$ cat config.mk
export PLATFORM = sky130hd
export DESIGN_NAME = cond_block_ctrl
export DESIGN_NICKNAME = d
export VERILOG_FILES = /design/src/logic/cond_eval.v /design/src/logic/cond_block_ctrl.v
export VERILOG_INCLUDE_DIRS = /design/src /design/src/logic
export SDC_FILE = /design/constraint.sdc
export NUM_CORES = 1
export LEC_CHECK = 0
export BUFFER_PORTS_ARGS = -buffer_cell sky130_fd_sc_hd__buf_4
export CAP_MARGIN = 15
export CORE_UTILIZATION = 58
export CTS_CLUSTER_DIAMETER = 120
export CTS_CLUSTER_SIZE = 25
export DETAILED_ROUTE_END_ITERATION = 16
export PLACE_DENSITY = 0.94
export SYNTH_ARGS = -nofsm -noshare
export SYNTH_HDL_FRONTEND = slang
export SYNTH_SLANG_ARGS = --single-unit
$ cat constraint.sdc
create_clock -name ref_clk_i -period 6.9 [get_ports ref_clk_i]
set_clock_uncertainty 0.1 [all_clocks]
set_input_delay 0.69 -clock ref_clk_i [delete_from_list [all_inputs] [get_ports ref_clk_i]]
set_output_delay 0.69 -clock ref_clk_i [all_outputs]
set_load 0.005 [all_outputs]
$ cat src/logic/cond_block_map.vh
// What this block does
// - The prefix makes one to four following instructions conditional.
// - First uses base condition; later ones use base or inverse per switch.
// - A breakpoint inside the block always executes, even on a false condition.
// - Exceptions inside a block save block state for the return info.
// - Exception return restores block state so the block resumes correctly.
// - The prefix instruction leaves the condition flags unchanged.
// - Base register program counter means table starts after the instruction.
// - Halfword table index shifts left by one; byte table index unshifted.
// - Branch offset is twice the zero-extended table entry.
// - Target is the address after the instruction plus the offset.
// - Table branches leave the condition flags unchanged.
`ifndef COND_BLOCK_MAP_VH
`define COND_BLOCK_MAP_VH
// Instruction kinds presented by fetch/decode
`define KIND_OTHER 3'h0
`define KIND_PREFIX 3'h1
`define KIND_TBB 3'h2
`define KIND_TBH 3'h3
`define KIND_BREAKPOINT_INSTR 3'h4
// Condition codes
`define COND_ALWAYS 4'hE
// Block state layout: [7:4] base cond, [3:0] mask
`define ST_COND_HI 7
`define ST_COND_LO 4
`define ST_MASK_HI 3
`define ST_MASK_LO 0
`define ST_RESET 8'h00
`define MASK_END 4'h8
// Table branch sequencer states
`define TB_IDLE 2'h0
`define TB_READ 2'h1
`define TB_WAIT 2'h2
// Instruction size of a table branch in bytes
`define TB_INSTR_BYTES 32'h00000004
`endif

$ cat src/logic/cond_eval.v
`timescale 1ns/10ps
`include "cond_block_map.vh"
module cond_eval (
  // Condition and flags
  input wire [3:0] cond_i,
  input wire [3:0] flags_i,
  // Result
  output reg pass_o
);
  wire n_f;
  wire z_f;
  wire c_f;
  wire v_f;
  reg base;
  assign n_f = flags_i[3];
  assign z_f = flags_i[2];
  assign c_f = flags_i[1];
  assign v_f = flags_i[0];
  // Evaluate pair by top bits, invert on low bit except for 4'hF
  always @* begin
    case (cond_i[3:1])
      3'h0: base = z_f;
      3'h1: base = c_f;
      3'h2: base = n_f;
      3'h3: base = v_f;
      3'h4: base = c_f & ~z_f;
      3'h5: base = (n_f == v_f);
      3'h6: base = ~z_f & (n_f == v_f);
      default: base = 1'b1;
    endcase
    if (cond_i[0] && cond_i != 4'hF) begin
      pass_o = ~base;
    end else begin
      pass_o = base;
    end
  end
endmodule

$ cat src/logic/cond_block_ctrl.v
`timescale 1ns/10ps
`include "cond_block_map.vh"
module cond_block_ctrl #(
  parameter AW = 32
) (
  // Clock, reset, enable
  input wire ref_clk_i,
  input wire nrst_i,
  input wire clk_en_i,
  // Decoded instruction from fetch
  input wire instr_valid_i,
  input wire [2:0] instr_kind_i,
  input wire [7:0] prefix_imm_i,
  input wire [AW-1:0] instr_addr_i,
  input wire base_is_pc_i,
  // Register file operands
  input wire [AW-1:0] base_val_i,
  input wire [AW-1:0] index_val_i,
  input wire [3:0] flags_i,
  // Exception entry and return
  input wire exc_entry_i,
  input wire exc_return_i,
  input wire [7:0] exc_state_i,
  // Table memory read port
  output reg mem_req_o,
  output reg [AW-1:0] mem_addr_o,
  output reg mem_half_o,
  input wire mem_ack_i,
  input wire [15:0] mem_data_i,
  // Execution control
  output reg exec_o,
  output reg busy_o,
  output reg in_block_o,
  output reg flags_we_o,
  output reg [7:0] saved_state_o,
  output reg branch_o,
  output reg [AW-1:0] branch_target_o
);
  reg [7:0] state_q;
  reg [7:0] state_d;
  reg [1:0] tb_q;
  reg [AW-1:0] next_addr_q;
  reg half_q;
  wire [3:0] cur_cond;
  wire cond_pass;
  wire active;
  wire [AW-1:0] tbl_base;
  wire [AW-1:0] tbl_off;
  wire [AW-1:0] after_addr;
  wire [AW-1:0] entry_x2;
  wire take;
  assign active = state_q[`ST_MASK_HI:`ST_MASK_LO] != 4'h0;
  assign cur_cond = state_q[`ST_COND_HI:`ST_COND_LO];
  assign after_addr = instr_addr_i + `TB_INSTR_BYTES;
  // Table base is after the instruction when base is pc
  assign tbl_base = base_is_pc_i ? after_addr : base_val_i;
  // Halfword index doubled, byte index used as is
  assign tbl_off = (instr_kind_i == `KIND_TBH) ?
    {index_val_i[AW-2:0], 1'b0} : index_val_i;
  // Zero-extended entry times two
  assign entry_x2 = half_q ? {{(AW-17){1'b0}}, mem_data_i, 1'b0} :
    {{(AW-9){1'b0}}, mem_data_i[7:0], 1'b0};
  assign take = instr_valid_i && tb_q == `TB_IDLE && clk_en_i;

  cond_eval u_eval (
    .cond_i(cur_cond),
    .flags_i(flags_i),
    .pass_o(cond_pass)
  );

  // Next block state: load on prefix, shift per block instruction
  always @* begin
    state_d = state_q;
    if (exc_return_i) begin
      state_d = exc_state_i;
    end else if (exc_entry_i) begin
      state_d = `ST_RESET;
    end else if (take) begin
      if (active) begin
        if (state_q[2:0] == 3'h0) begin
          state_d = `ST_RESET;
        end else begin
          state_d = {state_q[7:5], state_q[3],
            state_q[2:0], 1'b0};
        end
      end else if (instr_kind_i == `KIND_PREFIX) begin
        state_d = prefix_imm_i;
      end
    end
  end

  // Block state register
  always @(posedge ref_clk_i or negedge nrst_i) begin
    if (!nrst_i) begin
      state_q <= `ST_RESET;
      in_block_o <= 1'b0;
      saved_state_o <= `ST_RESET;
    end else if (clk_en_i) begin
      state_q <= state_d;
      in_block_o <= state_d[`ST_MASK_HI:`ST_MASK_LO] != 4'h0;
      if (exc_entry_i) begin
        saved_state_o <= state_q;
      end
    end
  end

  // Execute decision and table branch sequencer
  always @(posedge ref_clk_i or negedge nrst_i) begin
    if (!nrst_i) begin
      tb_q <= `TB_IDLE;
      exec_o <= 1'b0;
      busy_o <= 1'b0;
      flags_we_o <= 1'b0;
      mem_req_o <= 1'b0;
      mem_addr_o <= {AW{1'b0}};
      mem_half_o <= 1'b0;
      branch_o <= 1'b0;
      branch_target_o <= {AW{1'b0}};
      next_addr_q <= {AW{1'b0}};
      half_q <= 1'b0;
    end else if (clk_en_i) begin
      exec_o <= 1'b0;
      flags_we_o <= 1'b0;
      branch_o <= 1'b0;
      case (tb_q)
        `TB_IDLE: begin
          if (instr_valid_i && !exc_entry_i && !exc_return_i) begin
            if (instr_kind_i == `KIND_BREAKPOINT_INSTR) begin
              exec_o <= 1'b1;
            end else if (!active || cond_pass) begin
              exec_o <= 1'b1;
              // Prefix and table branches keep flags
              flags_we_o <= instr_kind_i == `KIND_OTHER;
              if (instr_kind_i == `KIND_TBB ||
                  instr_kind_i == `KIND_TBH) begin
                tb_q <= `TB_READ;
                busy_o <= 1'b1;
                mem_req_o <= 1'b1;
                mem_addr_o <= tbl_base + tbl_off;
                mem_half_o <= instr_kind_i == `KIND_TBH;
                half_q <= instr_kind_i == `KIND_TBH;
                next_addr_q <= after_addr;
              end
            end
          end
        end
        `TB_READ: begin
          if (mem_ack_i) begin
            mem_req_o <= 1'b0;
            tb_q <= `TB_WAIT;
            branch_o <= 1'b1;
            // Forward target from following address
            branch_target_o <= next_addr_q + entry_x2;
          end
        end
        `TB_WAIT: begin
          busy_o <= 1'b0;
          tb_q <= `TB_IDLE;
        end
        default: tb_q <= `TB_IDLE;
      endcase
    end
  end
endmodule

Yosys cells after proc, flatten, opt, wreduce, memory -nomap -nowiden
Cells that the tools add are included.
{ "word_totals": {"inputBits": 143, "wordCells": 105, "regBits": 121} }
{ "classes": {"n_eq_ne": 20, "muxes": 34, "addsub": 3, "reduce_logical": 28, "bitwise": 5} }
{ "ops": {"columns": ["operator", "count"], "rows": [
  ["$mux 32", 2],
  ["$mux 8", 6],
  ["$add 32x17->32", 1],
  ["$add 32x3->32 const B", 1],
  ["$add 32x32->32", 1],
  ["$reduce_and 6->1", 3],
  ["$mux 17", 1],
  ["$mux 1", 16],
  ["$eq 3x2->1 const B", 4],
  ["$eq 3x3->1 const B", 4],
  ["$reduce_bool 4->1", 3],
  ["$mux 2", 5],
  ["$logic_not 3->1", 3],
  ["$pmux 1 s7", 1],
  ["$reduce_and 7->1", 1],
  ["$eq 3x1->1 const B", 2],
  ["$ne 2x1->1 const B", 3],
  ["$reduce_and 3->1", 2],
  ["$logic_and 1x1->1", 5],
  ["$ne 2x2->1 const B", 2],
  ["$ne 4x3->1 const B", 1],
  ["$ne 4x4->1 const B", 1],
  ["$pmux 1 s2", 2],
  ["$pmux 2 s2", 1],
  ["12 further kinds", 19]
]} }

Longest topological paths before layout
{ "depth": {"word_depth": 10, "depth_mapped": 18} }

Hierarchy
From an unflattened synthesis, not the netlist that was laid out.
{ "unflattened": {"hier_cells": 1039, "area_unflattened_um2": 8817.2} }
{ "modules_own_cells": {"columns": ["mod", "area_each_um2", "cells_per_inst", "seq_area_each_um2", "instances"], "rows": [
  ["cond_block_ctrl", 8687.1, 1021, 3027.9, 1],
  ["cond_eval", 130.1, 18, 0.0, 1]
]} }

Worst setup path after synthesis
No wires, ideal clock.
{ "synth_timing": {"path_kind": "input-to-reg", "startpoint": "in instr_kind_i[2]", "endpoint": "reg mem_addr_o[28]", "slack_ns": 2.966, "n_path_buf": 1, "cell_stages": 14, "setup_ns": 0.133, "t_arrival_ns": 3.701, "path_cell_list": "and2b_1 -> nand2_1 -> buf_1 -> mux2_2 -> fa_1 -> a21oi_1 -> o21ai_1 -> a21oi_1 -> o21ai_2 -> a211oi_2 -> o31ai_1 -> a221oi_1 -> xor2_1 -> o21ai_0"} }
{ "synth_via": {"elab_chain_len": 3, "elab_cells_between_ends": 8, "cone_classes": "add/sub: 1; eq/ne: 3; mux: 1; bitwise: 1; reduce/logical: 2"} }
{ "synth_rtl": {"columns": ["item", "line_no", "source"], "rows": [
  ["from (decl)", "cond_block_ctrl.v:12", "input wire [2:0] instr_kind_i,"],
  ["$eq 3x2->1 (no line) or $eq 3x3->1 (tied branches)", null, null],
  ["$mux 32 (tied with other cells)", "cond_block_ctrl.v:58", "assign tbl_off = (instr_kind_i == `KIND_TBH) ?"],
  ["$add 32x32->32 or $reduce_and 6->1 (tied branches)", null, null],
  ["to (signal assigned)", "cond_block_ctrl.v:115", "mem_addr_o <= {AW{1'b0}};"],
  ["to (signal assigned)", "cond_block_ctrl.v:139", "mem_addr_o <= tbl_base + tbl_off;"],
  ["to (decl)", "cond_block_ctrl.v:26", "output reg [AW-1:0] mem_addr_o,"]
]} }
Parallel ways exist; a longest one is shown, timed or not.
A chain may end at the register's enable or synchronous reset.

Final worst setup path
{ "layout_timing": {"startpoint": "in instr_kind_i[1]", "endpoint": "reg mem_addr_o[28]"} }
The elaborated chain is that of the path after synthesis.

==> out/qor.txt <==
Cts bufs inserted: 17
Die area: 0.0150 sq mm
Worst-margin pin slew: 1.08 ns
Area growth syn-to-layout: 28.1%
Worst path most repeated cell: buf_4
Share of cells above drive strength 1: 27.5%
Via count: 8007
Max Root-Sink Buffers: 2
Combinational share of power: 33.5%
Design area: 0.0108 sq mm
DRC Markers: 0
Worst R2R End: branch_target_o[23]
Vias in the first global route: 7719
Kind of critical path: in -> reg
Grt total ovfl: 0
Leakage: 5.13 nW
Slew HR: 27.9%
RSZ-0062 raised after global routing: no
Ys flop type: dfrtp_1
Pin count of the biggest net entering global routing: 124
Fillers: 948
Initial antenna violation count: 0
Syn Nets: 1161
Synthesized area per cell: 8.72 sq um
Power per standard cell area: 284 mW/mm^2
Worst path required time: 7.06 ns
Worst-Skew Late Latency: 0.42 ns
Max VDD drop: 0.000186 V
DP HPWL: 17.4 mm
Seq pwr share: 34.7%
Post_cts resized: 0
Synthesized netlist cell count: 968
Cell Rows: 43
Worst path top cell family by delay: compound AO/OA/AOI/OAI gates
Fmax: 226 MHz
DP Area: 0.0102 sq mm
Crit path cell chain: buf_4 -> and2b_1 -> nand2_1 -> buf_4 -> mux2_2 -> ha_1 -> a21o_1 -> a211oi_1 -> a21oi_1 -> a21boi_0 -> o31ai_1 -> a221oi_1 -> xor2_1 -> o21ai_0
Layout Nets: 1370
Final worst path period share: 64.3%
First-pass DRT Iterations: 6
Post-synth cell types: 73
Crit Path Max Fanout: 20
All-Layer GR Usage: 31.8%
Reg2reg path depth: 12
Final GP Congestion: 0.960
Crit path buffers/inverters: 2
Number of enable flip-flop cells after synthesis: 0
Post-synthesis sequential area ratio: 35.9%
P_int: 0.00207 W
Crit end category: flip-flop
Worst-path clk slew: 0.06 ns
Routed wire length: 23.3 mm
Starting Density: 60.1%
Clock group share of total power: 31.8%
Ports: 222
Total negative slack: 0 ns
Async SR Flop Fraction: 100%
Fin crit period: 4.43 ns
Port Buffer Count: 221
Switching part of the total: 32.6%
N_diodes: 0
Final hold violations: 0
DR WL/cell: 17.0 microns
Syn Std Cell Area: 0.00844 sq mm
R2r setup slk: 3.71 ns
First-pass GRT wire length: 36.8 mm
Hold crit path type: in -> async
Die Height: 123 microns
Util after Layout: 77.0%
Yosys reg bits: 121
Yosys warns: 0
Initial DRC Count: 410
Number of vias per cell: 5.84
Crit Reg-Reg Startpoint: next_addr_q[1]
CTS H-tree lvls: 4
Core ar.: 0.0140 sq mm
Die width: 123 microns
Critical path data arrival time: 4.59 ns
Crit-path slowest cell: nand2_1
CP max stage delay: 0.68 ns
Setup-failing EPs final: 0
Net Switching: 0.00100 W
Root buffer cell: clkbuf_16
Clock sink count: 121
Routed Antenna Nets: 0
Status: completed
Pins Over Slew Limit: 0
Max-cap violation count: 0
Postcts setup bufs: 0
Crit path launch type: input port
Hold buffers post-CTS: 0
CTS tree: built
==> sequential cells by signal, indices dropped and copies added, names as in the netlist <==
| register | count |
|---|---|
| exec_o | 1 |
| mem_addr_o | 32 |
| in_block_o | 1 |
| next_addr_q | 32 |
| half_q | 1 |
| branch_target_o | 32 |
| busy_o | 1 |
| flags_we_o | 1 |
| branch_o | 1 |
| saved_state_o | 8 |
| mem_req_o | 1 |
| state_q | 8 |
| tb_q | 2 |
==> metrics by stage <==
stage	std cells	setup WS, ns	power (W)	hold WS, ns
floorplan	968	2.97	0.00160	0.294
global placement	1338	2.16	0.00204	0.363
detailed placement	1338	2.11	0.00207	0.372
CTS	1370	2.52	0.00307	0.251
global route	1370	2.26	0.00324	0.280
finish	1370	2.47	0.00307	0.220
==> Yosys cell counts, types with 8 or more instances <==
cell | instances | area (sq um)
nand3_1 | 21 | 105
o21ai_1 | 9 | 45.0
nand4_1 | 15 | 93.8
ha_1 | 48 | 601
mux2_2 | 50 | 563
xnor2_1 | 44 | 385
clkbuf_1 | 17 | 63.8
a21oi_1 | 79 | 395
dfrtp_1 | 121 | 3030
a21o_1 | 13 | 97.6
o21ai_0 | 98 | 490
inv_1 | 27 | 101
nor3_1 | 10 | 50.1
and2_1 | 11 | 68.8
xor2_1 | 41 | 359
nand2_1 | 146 | 548
and3_1 | 13 | 81.3
o31ai_1 | 8 | 60.1
nor2_1 | 77 | 289
==> cell usage in the layout, fill, tap and decap left out, types with 21 or more instances in the layout <==
master,netlist,final
a21oi_1,79,79
buf_4,0,224
dfrtp_1,121,121
ha_1,48,48
inv_1,27,27
mux2_2,50,50
nand2_1,146,146
nand3_1,21,21
nor2_1,77,77
o21ai_0,98,98
xnor2_1,44,44
xor2_1,41,41
==> layout make-up <==
class / instances / area (sq um) / share of cell area (%)
repair buffers: 224 / 1680 / 15.6
clock buffers: 20 / 457 / 4.22
well taps: 180 / 225 / 2.08
flip-flops and latches: 121 / 3030 / 28.0
inverters: 27 / 101 / 0.937
multi-input cells: 786 / 5130 / 47.5
clock inverters: 12 / 186 / 1.72
==> power groups by stage <==
stage                     combinational [W]  sequential [W]  clock [W]
after global placement             0.000975         0.00106          0
after CTS                           0.00102         0.00106   0.000980
after detailed placement            0.00101         0.00107          0
after floorplan                    0.000550         0.00105          0
final                               0.00103         0.00106   0.000975
after global routing                0.00114         0.00109    0.00101
==> how the worst max path moves through the flow <==
| stage | from | end | slack (ns) | depth (start not counted) |
|---|---|---|---|---|
| floorplan | instr_kind_i[2] | mem_addr_o[28] | 2.97 | 14 |
| global placement | instr_kind_i[1] | mem_addr_o[28] | 2.16 | 14 |
| detailed placement | instr_kind_i[1] | mem_addr_o[28] | 2.11 | 14 |
| CTS | instr_kind_i[2] | mem_addr_o[28] | 2.52 | 15 |
| global route | instr_kind_i[1] | mem_addr_o[28] | 2.26 | 14 |
| finish | instr_kind_i[1] | mem_addr_o[28] | 2.47 | 14 |
==> per-layer routing <==
| layer | GRT usage [%] | up-vias | share of wire (%) |
|---|---|---|---|
| met5 | 0 | - | 0 |
| met4 | 13.4 | 0 | 3.2 |
| met2 | 51.7 | 337 | 47 |
| met3 | 6.83 | 66 | 7.7 |
| met1 | 41.1 | 3763 | 42 |
| li1 | - | 3841 | - |
==> logic make-up after synthesis <==
kind of cell,share of synthesized area [%]
AND/OR/NAND/NOR,18.0
AO/OA/AOI/OAI,19.2
flip-flops,35.9
XOR/XNOR,8.82
buffers and inverters,3.34
multiplexers,7.18
adder cells (fa/ha/maj),7.59
Note: power is estimated with default switching activity, not from simulation.
